==> config.mk <==
export PLATFORM = sky130hd
export DESIGN_NAME = anar_top
export DESIGN_NICKNAME = d
export VERILOG_FILES = /design/src/hw/anar_pend.v /design/src/hw/anar_sync.v /design/src/hw/anar_top.v
export VERILOG_INCLUDE_DIRS = /design/src /design/src/shared
export SDC_FILE = /design/constraint.sdc
export NUM_CORES = 1
export LEC_CHECK = 0
export ABC_CLOCK_PERIOD_IN_PS = 1500
export BUFFER_PORTS_ARGS = -buffer_cell sky130_fd_sc_hd__buf_2
export CORE_MARGIN = 2
export CORE_UTILIZATION = 44
export CTS_CLUSTER_SIZE = 12
export DETAILED_ROUTE_END_ITERATION = 6
export PLACE_DENSITY = 0.84
export RECOVER_POWER = 50
export SLEW_MARGIN = 20
export SYNTH_ARGS = -nofsm -noshare
export SYNTH_HDL_FRONTEND = slang
export SYNTH_SLANG_ARGS = --single-unit
==> constraint.sdc <==
create_clock -name MCLK_I -period 1.5 [get_ports MCLK_I]
set_clock_uncertainty 0.1 [all_clocks]
set_input_delay 0.3 -clock MCLK_I [delete_from_list [all_inputs] [get_ports MCLK_I]]
set_output_delay 0.3 -clock MCLK_I [all_outputs]
set_load 0.02 [all_outputs]
==> src/shared/anar_map.vh <==
// anar_map.vh: register indices, field positions and reset values of
// the auto-negotiation ability register block.
// assumes: included by bare name from the design files under hw/.
`ifndef ANAR_MAP_VH
`define ANAR_MAP_VH

// ----------------------------------------------------------------
// register indices (byte address is four times the index)
// ----------------------------------------------------------------
`define ANAR_IDX_CTRL      5'h00
`define ANAR_IDX_STAT      5'h01
`define ANAR_IDX_ADV       5'h04
`define ANAR_IDX_LPA       5'h05
`define ANAR_IDX_GIG       5'h09
`define ANAR_IDX_AUX       5'h10

// ----------------------------------------------------------------
// control register fields
// ----------------------------------------------------------------
`define ANAR_CTL_SWRST     15
`define ANAR_CTL_SPD_LSB   13
`define ANAR_CTL_ANEN      12
`define ANAR_CTL_PDN       11
`define ANAR_CTL_RESTART   9
`define ANAR_CTL_DUPLEX    8
`define ANAR_CTL_SPD_MSB   6
`define ANAR_CTL_RST       16'h1140
`define ANAR_CTL_WMASK     16'h3940

// ----------------------------------------------------------------
// advertisement, gigabit control, aux and status fields
// ----------------------------------------------------------------
`define ANAR_ADV_10FD      6
`define ANAR_ADV_10HD      5
`define ANAR_ADV_SEL_HI    4
`define ANAR_ADV_SEL_LO    0
`define ANAR_ADV10_RST     2'h3
`define ANAR_SEL_RST       5'h01
`define ANAR_GIG_FD        9
`define ANAR_GIG_HD        8
`define ANAR_GIG_RST       2'h3
`define ANAR_AUX_PDN       2
`define ANAR_STAT_LINK     2
`define ANAR_STAT_LPVALID  1
`define ANAR_STAT_FORCED   0
`define ANAR_LPA_RST       16'h0000

`endif

==> src/hw/anar_pend.v <==
// anar_pend.v: deferred-update advertisement bits (written vs in use).
// assumes: upd_i is a one-cycle pulse from the owning block's clock.
`include "anar_map.vh"

module anar_pend (
    input  wire       clk_i,    // block clock
    input  wire       rst_n_i,  // async reset, active low
    input  wire       wr_i,     // software write strobe
    input  wire [1:0] wr_val_i, // written value {fd, hd}
    input  wire       upd_i,    // update event pulse
    output wire [1:0] held_o,   // value software last wrote
    output wire [1:0] eff_o     // value in use on the link
);

    // reset pattern split per lane, so each lane takes its own bit
    localparam [1:0] adv_rst = `ANAR_ADV10_RST;

    // ------------------------------------------------------------
    // one generate lane per advertisement bit
    // ------------------------------------------------------------
    genvar g;
    generate
        for (g = 0; g < 2; g = g + 1) begin : g_lane
            reg held_r;
            reg eff_r;
            // held copy follows every write at once
            always @(posedge clk_i or negedge rst_n_i) begin
                if (!rst_n_i) begin
                    held_r <= adv_rst[g];
                end else if (wr_i) begin
                    held_r <= wr_val_i[g];
                end
            end
            // deferred until update
            // a write in the same cycle as the update is not lost
            always @(posedge clk_i or negedge rst_n_i) begin
                if (!rst_n_i) begin
                    eff_r <= adv_rst[g];
                end else if (upd_i) begin
                    eff_r <= wr_i ? wr_val_i[g] : held_r;
                end
            end
            assign held_o[g] = held_r;
            assign eff_o[g]  = eff_r;
        end
    endgenerate

endmodule

==> src/hw/anar_sync.v <==
// anar_sync.v: two-stage synchroniser for levels arriving from pins.
// assumes: inputs are asynchronous levels; one flop stage-1 per bit.
`include "anar_map.vh"

module anar_sync #(
    parameter W = 1
) (
    input  wire         clk_i,    // block clock
    input  wire         rst_n_i,  // async reset, active low
    input  wire [W-1:0] d_i,      // asynchronous level
    output wire [W-1:0] q_o       // synchronised level
);

    // ------------------------------------------------------------
    // two flops per bit; stage one is read only by stage two
    // ------------------------------------------------------------
    genvar g;
    generate
        for (g = 0; g < W; g = g + 1) begin : g_bit
            reg meta_r;
            reg sync_r;
            always @(posedge clk_i or negedge rst_n_i) begin
                if (!rst_n_i) begin
                    meta_r <= 1'b0;
                    sync_r <= 1'b0;
                end else begin
                    meta_r <= d_i[g];
                    sync_r <= meta_r;
                end
            end
            assign q_o[g] = sync_r;
        end
    endgenerate

endmodule

==> src/hw/anar_top.v <==
// anar_top.v: auto-negotiation ability registers behind an APB slave.
// assumes: the negotiation engine shares MCLK_I and gives each accepted
// base page as a word with a one-cycle valid; LINK_UP_I is a pin.
`include "anar_map.vh"

module anar_top (
    input  wire        MCLK_I,         // block clock, 20 MHz
    input  wire        RST_N_I,        // async hardware reset, low
    input  wire        PSEL_I,         // apb select
    input  wire        PENABLE_I,      // apb enable
    input  wire        PWRITE_I,       // apb direction, high = write
    input  wire [7:0]  PADDR_I,        // apb byte address
    input  wire [31:0] PWDATA_I,       // apb write data
    output wire [31:0] PRDATA_O,       // apb read data
    output wire        PREADY_O,       // apb ready
    output wire        PSLVERR_O,      // apb error, unmapped address
    input  wire        LINK_UP_I,      // copper link status pin
    input  wire [15:0] RX_CW_I,        // received base-page code word
    input  wire        RX_CW_VALID_I,  // base page accepted, pulse
    output wire        ADV_10FD_O,     // advertise 10BASE-T full
    output wire        ADV_10HD_O,     // advertise 10BASE-T half
    output wire [4:0]  ADV_SEL_O,      // advertised selector
    output wire        ADV_1000FD_O,   // advertise 1000BASE-T full
    output wire        ADV_1000HD_O,   // advertise 1000BASE-T half
    output wire        AN_EN_O,        // negotiation running
    output wire        AN_RESTART_O    // restart negotiation, pulse
);

    // ------------------------------------------------------------
    // declarations
    // ------------------------------------------------------------
    reg  [15:0] ctl_r;
    reg  [15:0] lpa_r;
    reg         lp_valid_r;
    reg  [4:0]  sel_r;
    reg  [1:0]  gig_r;
    reg         aux_pdn_r;
    reg         swrst_p_r;
    reg         restart_p_r;
    reg         pdn_q_r;
    reg         link_q_r;
    reg         upd_r;
    reg  [31:0] prdata_r;
    reg         pready_r;
    reg         pslverr_r;
    reg         adv_10fd_r;
    reg         adv_10hd_r;
    reg  [4:0]  adv_sel_r;
    reg         adv_1000fd_r;
    reg         adv_1000hd_r;
    reg         an_en_r;
    reg         an_restart_r;
    reg  [31:0] rd_nxt;
    reg         hit_nxt;

    wire        link_s;
    wire [1:0]  adv_held;
    wire [1:0]  adv_eff;
    wire [4:0]  idx;
    wire        setup;
    wire        wr_acc;
    wire        wr_ctl;
    wire        wr_adv;
    wire        wr_gig;
    wire        wr_aux;
    wire        pdn;
    wire        forced_1000;
    wire        upd_evt;

    // ------------------------------------------------------------
    // pin synchroniser and bus decode
    // ------------------------------------------------------------
    anar_sync #(
        .W (1)
    ) u_link_sync (
        .clk_i   (MCLK_I),
        .rst_n_i (RST_N_I),
        .d_i     (LINK_UP_I),
        .q_o     (link_s)
    );

    assign idx    = PADDR_I[6:2];
    assign setup  = PSEL_I & ~PENABLE_I;
    // write lands at the access edge where ready is seen high
    assign wr_acc = PSEL_I & PENABLE_I & PWRITE_I & pready_r & ~pslverr_r;
    assign wr_ctl = wr_acc & (idx == `ANAR_IDX_CTRL);
    assign wr_adv = wr_acc & (idx == `ANAR_IDX_ADV);
    assign wr_gig = wr_acc & (idx == `ANAR_IDX_GIG);
    assign wr_aux = wr_acc & (idx == `ANAR_IDX_AUX);

    // ------------------------------------------------------------
    // control register with self-clearing command bits
    // ------------------------------------------------------------
    // soft reset and restart are strobes, so they always read zero
    always @(posedge MCLK_I or negedge RST_N_I) begin
        if (!RST_N_I) begin
            ctl_r       <= `ANAR_CTL_RST;
            swrst_p_r   <= 1'b0;
            restart_p_r <= 1'b0;
        end else begin
            if (wr_ctl) begin
                ctl_r <= PWDATA_I[15:0] & `ANAR_CTL_WMASK;
            end
            swrst_p_r   <= wr_ctl & PWDATA_I[`ANAR_CTL_SWRST];
            restart_p_r <= wr_ctl & PWDATA_I[`ANAR_CTL_RESTART];
        end
    end

    // second power-down control and gigabit advertisement
    always @(posedge MCLK_I or negedge RST_N_I) begin
        if (!RST_N_I) begin
            aux_pdn_r <= 1'b0;
            gig_r     <= `ANAR_GIG_RST;
        end else begin
            if (wr_aux) begin
                aux_pdn_r <= PWDATA_I[`ANAR_AUX_PDN];
            end
            if (wr_gig) begin
                gig_r <= PWDATA_I[`ANAR_GIG_FD:`ANAR_GIG_HD];
            end
        end
    end

    // ------------------------------------------------------------
    // update events for the pending advertisement
    // ------------------------------------------------------------
    assign pdn = ctl_r[`ANAR_CTL_PDN] | aux_pdn_r;

    // edge history for power-down exit and link loss
    always @(posedge MCLK_I or negedge RST_N_I) begin
        if (!RST_N_I) begin
            pdn_q_r  <= 1'b0;
            link_q_r <= 1'b0;
        end else begin
            pdn_q_r  <= pdn;
            link_q_r <= link_s;
        end
    end

    assign upd_evt = swrst_p_r | restart_p_r | (pdn_q_r & ~pdn) |
                     (link_q_r & ~link_s);

    always @(posedge MCLK_I or negedge RST_N_I) begin
        if (!RST_N_I) begin
            upd_r <= 1'b0;
        end else begin
            upd_r <= upd_evt;
        end
    end

    anar_pend u_adv10 (
        .clk_i    (MCLK_I),
        .rst_n_i  (RST_N_I),
        .wr_i     (wr_adv),
        .wr_val_i (PWDATA_I[`ANAR_ADV_10FD:`ANAR_ADV_10HD]),
        .upd_i    (upd_evt),
        .held_o   (adv_held),
        .eff_o    (adv_eff)
    );

    always @(posedge MCLK_I or negedge RST_N_I) begin
        if (!RST_N_I) begin
            sel_r <= `ANAR_SEL_RST;
        end else if (wr_adv) begin
            sel_r <= PWDATA_I[`ANAR_ADV_SEL_HI:`ANAR_ADV_SEL_LO];
        end
    end

    // ------------------------------------------------------------
    // link partner ability register
    // ------------------------------------------------------------
    // whole word loads at once
    // bits kept in received order so every field lands at its own position;
    // a soft reset in the same cycle as a page wins, since the page belongs
    // to the negotiation being torn down; a page beats a link loss in the same cycle
    always @(posedge MCLK_I or negedge RST_N_I) begin
        if (!RST_N_I) begin
            lpa_r      <= `ANAR_LPA_RST;
            lp_valid_r <= 1'b0;
        end else if (swrst_p_r) begin
            lpa_r      <= `ANAR_LPA_RST;
            lp_valid_r <= 1'b0;
        end else if (RX_CW_VALID_I) begin
            lpa_r      <= RX_CW_I;
            lp_valid_r <= 1'b1;
        end else if (link_q_r & ~link_s) begin
            lp_valid_r <= 1'b0;
        end
    end

    // ------------------------------------------------------------
    // advertisement actually offered on the link
    // ------------------------------------------------------------
    // forced 1000 still negotiates
    assign forced_1000 = ~ctl_r[`ANAR_CTL_ANEN] & ctl_r[`ANAR_CTL_SPD_MSB] &
                         ~ctl_r[`ANAR_CTL_SPD_LSB];

    // outputs registered so the link side sees glitch-free levels
    always @(posedge MCLK_I or negedge RST_N_I) begin
        if (!RST_N_I) begin
            adv_10fd_r   <= 1'b0;
            adv_10hd_r   <= 1'b0;
            adv_sel_r    <= `ANAR_SEL_RST;
            adv_1000fd_r <= 1'b0;
            adv_1000hd_r <= 1'b0;
            an_en_r      <= 1'b0;
            an_restart_r <= 1'b0;
        end else begin
            adv_sel_r    <= sel_r;
            an_en_r      <= ctl_r[`ANAR_CTL_ANEN] | forced_1000;
            an_restart_r <= upd_r;
            if (forced_1000) begin
                adv_10fd_r   <= 1'b0;
                adv_10hd_r   <= 1'b0;
                adv_1000fd_r <= ctl_r[`ANAR_CTL_DUPLEX];
                adv_1000hd_r <= ~ctl_r[`ANAR_CTL_DUPLEX];
            end else begin
                adv_10fd_r   <= adv_eff[1];
                adv_10hd_r   <= adv_eff[0];
                adv_1000fd_r <= gig_r[1];
                adv_1000hd_r <= gig_r[0];
            end
        end
    end

    // ------------------------------------------------------------
    // read mux, evaluated from the setup-phase address
    // ------------------------------------------------------------
    always @* begin
        rd_nxt  = 32'h00000000;
        hit_nxt = (PADDR_I[1:0] == 2'h0) & ~PADDR_I[7];
        case (idx)
            `ANAR_IDX_CTRL: begin
                rd_nxt[15:0] = ctl_r;
            end
            `ANAR_IDX_STAT: begin
                rd_nxt[`ANAR_STAT_LINK]    = link_s;
                rd_nxt[`ANAR_STAT_LPVALID] = lp_valid_r;
                rd_nxt[`ANAR_STAT_FORCED]  = forced_1000;
            end
            `ANAR_IDX_ADV: begin
                rd_nxt[`ANAR_ADV_10FD:`ANAR_ADV_10HD]     = adv_held;
                rd_nxt[`ANAR_ADV_SEL_HI:`ANAR_ADV_SEL_LO] = sel_r;
            end
            `ANAR_IDX_LPA: begin
                rd_nxt[15:0] = lpa_r;
            end
            `ANAR_IDX_GIG: begin
                rd_nxt[`ANAR_GIG_FD:`ANAR_GIG_HD] = gig_r;
            end
            `ANAR_IDX_AUX: begin
                rd_nxt[`ANAR_AUX_PDN] = aux_pdn_r;
            end
            default: begin
                hit_nxt = 1'b0;
            end
        endcase
    end

    // ------------------------------------------------------------
    // apb answer: ready one edge after setup, so no wait states
    // ------------------------------------------------------------
    // a write to the read-only partner word is accepted and dropped
    always @(posedge MCLK_I or negedge RST_N_I) begin
        if (!RST_N_I) begin
            prdata_r  <= 32'h00000000;
            pready_r  <= 1'b0;
            pslverr_r <= 1'b0;
        end else if (setup) begin
            prdata_r  <= PWRITE_I ? 32'h00000000 : rd_nxt;
            pready_r  <= 1'b1;
            pslverr_r <= ~hit_nxt;
        end else begin
            pready_r  <= 1'b0;
            pslverr_r <= 1'b0;
        end
    end

    // ------------------------------------------------------------
    // outputs
    // ------------------------------------------------------------
    assign PRDATA_O     = prdata_r;
    assign PREADY_O     = pready_r;
    assign PSLVERR_O    = pslverr_r;
    assign ADV_10FD_O   = adv_10fd_r;
    assign ADV_10HD_O   = adv_10hd_r;
    assign ADV_SEL_O    = adv_sel_r;
    assign ADV_1000FD_O = adv_1000fd_r;
    assign ADV_1000HD_O = adv_1000hd_r;
    assign AN_EN_O      = an_en_r;
    assign AN_RESTART_O = an_restart_r;

endmodule

==> impl_metrics.csv <==
group,metric,value,unit
route,drt_iter0_drc,103,
outcome,status,"finished, violations left",
route,avgViaCountPerCell,5.06,
sta,slew_viol_final,0,
die,die_area,0.00751,mm2
min_path,hp-class,"in2reg",
cells_and_area,num_antenna_cells,0,
die,io_pins,108,
route,firstDrtPassIters,4,
sta,post-route-min-period,1.74,ns
pwr,leakage,2.04,nW
yosys,netlist_instances,254,
cts,root_buffer,"clkbuf_8",
cells_and_area,drive_gt1_share,43.5,%
placed_design,place_hpwl,5020,um
cts,cts_made_buffers,9,
die,die_w,86.7,um
outcome,violations,"setup timing",
yosys,postSynth.asyncResetShare,100,%
cts,insertion_delay,0.34,ns
sta,rsz0062_at_grt,"yes",
yosys,yosysWarnings,0,
cells_and_area,nets,421,
grt,grt_pass1_wl,11300,um
sta,setup_viol,24,
yosys,synth_top_cell_by_area,"dfrtp_1",
setup_path,reg2reg_depth,4,
route,route.antenna.remaining_nets,0,
route,wl_per_cell,16.3,um
yosys,synth_top_area_share,49.1,%
setup_path,r2r_end,"u_adv10.g_lane[1].eff_r",
cts,cts.clk_slew.worst_paths,0.07,ns
yosys,synth_commonest_cells,"dfrtp_1, nor2_1, mux2i_1, nand2_1",
yosys,syn_avg_cell_area,11.8,um2
setup_path,cp-endpoint,"u_adv10.g_lane[1].eff_r",
cts,cts_tree,"built",
setup_path,rr_startpoint,"PREADY_O",
route,vias,2240,
die,rows,30,
grt,track_usage,19.9,%
route,drc,0,
grt,grt_max_degree,67,
route,wl,7220,um
cells_and_area,multi_input_area,0.00122,mm2
sta,worstMarginPinSlew,0.715,ns
sta,worst_slack,-0.239,ns
yosys,synth_area_leaders,"dfrtp_1, dfstp_2, mux2i_1",
setup_path,cp.arrival,1.91,ns
yosys,synth-seq-cells,70,
die,dieHeight,86.7,um
yosys,netlist_area,0.00301,mm2
yosys,ys_types,40,
setup_path,end_kind,"register",
grt,antenna_found_initial,0,
pwr,power_density,1080,mW/mm2
grt,grt_pass1_vias,2292,
setup_path,setup.worst_path.start,"PADDR_I[5]",
sta,fin_setup_tns,-2.41,ns
placed_design,io_buffers,72,
sta,max_freq,575,MHz
pwr,peakVddDrop,0.508,mV
setup_path,rrSetupSlack,-0.23,ns
setup_path,start_kind,"input pin",
die,core_area,0.00672,mm2
sta,hold_viol_final,0,
setup_path,worst-setup-path-type,"in2reg",
cells_and_area,register_area,0.00177,mm2
setup_path,crit_required,1.67,ns
yosys,synthFlopType,"dfrtp_1",
placed_design,gp_congestion,0.961,
grt,grt_overflow_total,0,
flow_run,max-cap-violations,0,
setup_path,cp_max_fo,3,
cts,cts.sinks,70,
cts,clk_path_buf_depth,2,
die,start_util,44.7,%
yosys,ys_seq_area_share,58.7,%
sta,fin_hold_ws,0.0882,ns
cells_and_area,fillers,576,
cts,htreeDepth,3,
yosys,post-synth-top-count-cell,"dfrtp_1",
cells_and_area,area_delta_synth_final,32.8,%
yosys,synth_edf_count,0,
sta,slew_headroom,52.3,%
sta,fin_crit_sh,116,%
## critical path, cell delays in order
cell and delay [ns]:
buf_6 0.09, or4b_4 0.55, nor4_4 0.36, mux2_4 0.35
mux2_4 0.25
## kinds of logic (layout without fill, tap and decap cells)
group,count (synthesis),after routing,synth area share (%)
XOR/XNOR,1,1,0.291
buffers and inverters,29,123,5.70
other,1,16,0.125
flip-flops,70,70,58.7
multiplexers,41,41,14.6
AND/OR/NAND/NOR,80,80,13.9
AO/OA/AOI/OAI,32,32,6.66
## stage by stage
stage          cells  setup WS, ns  area (um2)  util [%]  power [mW]
2_1_floorplan    269        -0.547        3110         -        2.28
3_3_place_gp     422        -0.479        3630      54.0        2.43
3_5_place_dp     422        -0.529        3630      54.0        2.44
4_1_cts          440        -0.228        3940      58.6        4.33
5_1_grt          443        -0.293        3990      59.4        4.49
6_report         443        -0.239        3990      59.4        4.30
## layout make-up
class | instances | share of cell area [%]
Sequential cell | 70 | 44.2
Multi-Input combinational cell | 170 | 30.5
Timing Repair Buffer | 105 | 16.3
Clock buffer | 13 | 3.98
Tap cell | 80 | 2.51
Clock inverter | 3 | 2.26
Inverter | 2 | 0.188
## placed cells by master (no fill, tap or decap), types with 2 or more instances in the layout
| master | count |
|---|---|
| conb_1 | 16 |
| mux2_4 | 9 |
| nor3_1 | 4 |
| bufinv_16 | 3 |
| nor2_1 | 25 |
| nand2b_1 | 2 |
| clkbuf_8 | 11 |
| o21ai_1 | 5 |
| nor3_4 | 2 |
| and3_1 | 2 |
| buf_2 | 68 |
| mux2_2 | 9 |
| nor3b_2 | 2 |
| dfrtp_1 | 59 |
| o2bb2ai_1 | 3 |
| nor2b_1 | 4 |
| a22o_1 | 2 |
| a22oi_1 | 4 |
| nand2_1 | 19 |
| mux2i_1 | 23 |
| nand2_2 | 2 |
| nor4b_1 | 2 |
| or2_2 | 2 |
| a21oi_1 | 4 |
| o21ai_0 | 10 |
| buf_6 | 8 |
| inv_1 | 2 |
| clkbuf_1 | 5 |
| dfstp_2 | 10 |
| buf_4 | 22 |
| dlygate4sd3_1 | 2 |
| nor4_1 | 2 |
## how the worst min path moves through the flow
| stage | end | cells past startpoint | slack, ns | from |
|---|---|---|---|---|
| global placement | AN_RESTART_O | 1 | 0.03 | RST_N_I |
| floorplan | ADV_1000FD_O | 0 | -0.1 | RST_N_I |
| detailed placement | ADV_10HD_O | 1 | 0.03 | RST_N_I |
| CTS | sel_r[3] | 2 | 0.08 | PWDATA_I[3] |
| finish | sel_r[3] | 2 | 0.09 | PWDATA_I[3] |
| global route | sel_r[4] | 2 | 0.08 | PWDATA_I[4] |
## registers in the layout (all words and copies together), names as in the netlist, 2 cells and up
signal and flops:
ADV_SEL_O 5, PRDATA_O 16, ctl_r 5, gig_r 2
lpa_r 16, sel_r 5, u_adv10.g_lane.eff_r 2, u_adv10.g_lane.held_r 2
## layer usage
metal / part of all wire (%) / vias to the layer above / global-route usage [%]
met5: 0 / - / 0
met1: 42 / 1084 / 25.9
li1: - / 1059 / -
met4: 1.6 / 0 / 6.68
met3: 6.7 / 11 / 5.43
met2: 50 / 86 / 32.4
## report_power, final
part | switching [mW] | total (mW) | internal, mW
clock | 0.676 | 1.87 | 1.20
sequential | 0.0433 | 2.01 | 1.97
combinational | 0.242 | 0.417 | 0.175
total | 0.961 | 4.30 | 3.34
## what timing repair did
action                                 in CTS  in global routing
resized for setup                          11                 19
pin swaps                                   3                  4
setup endpoints to repair                  27                 24
endpoints found under the hold margin      60                  0
setup buffers                               0                  3
hold buffers                                2                  0
Note: power is estimated with default switching activity, not from simulation.
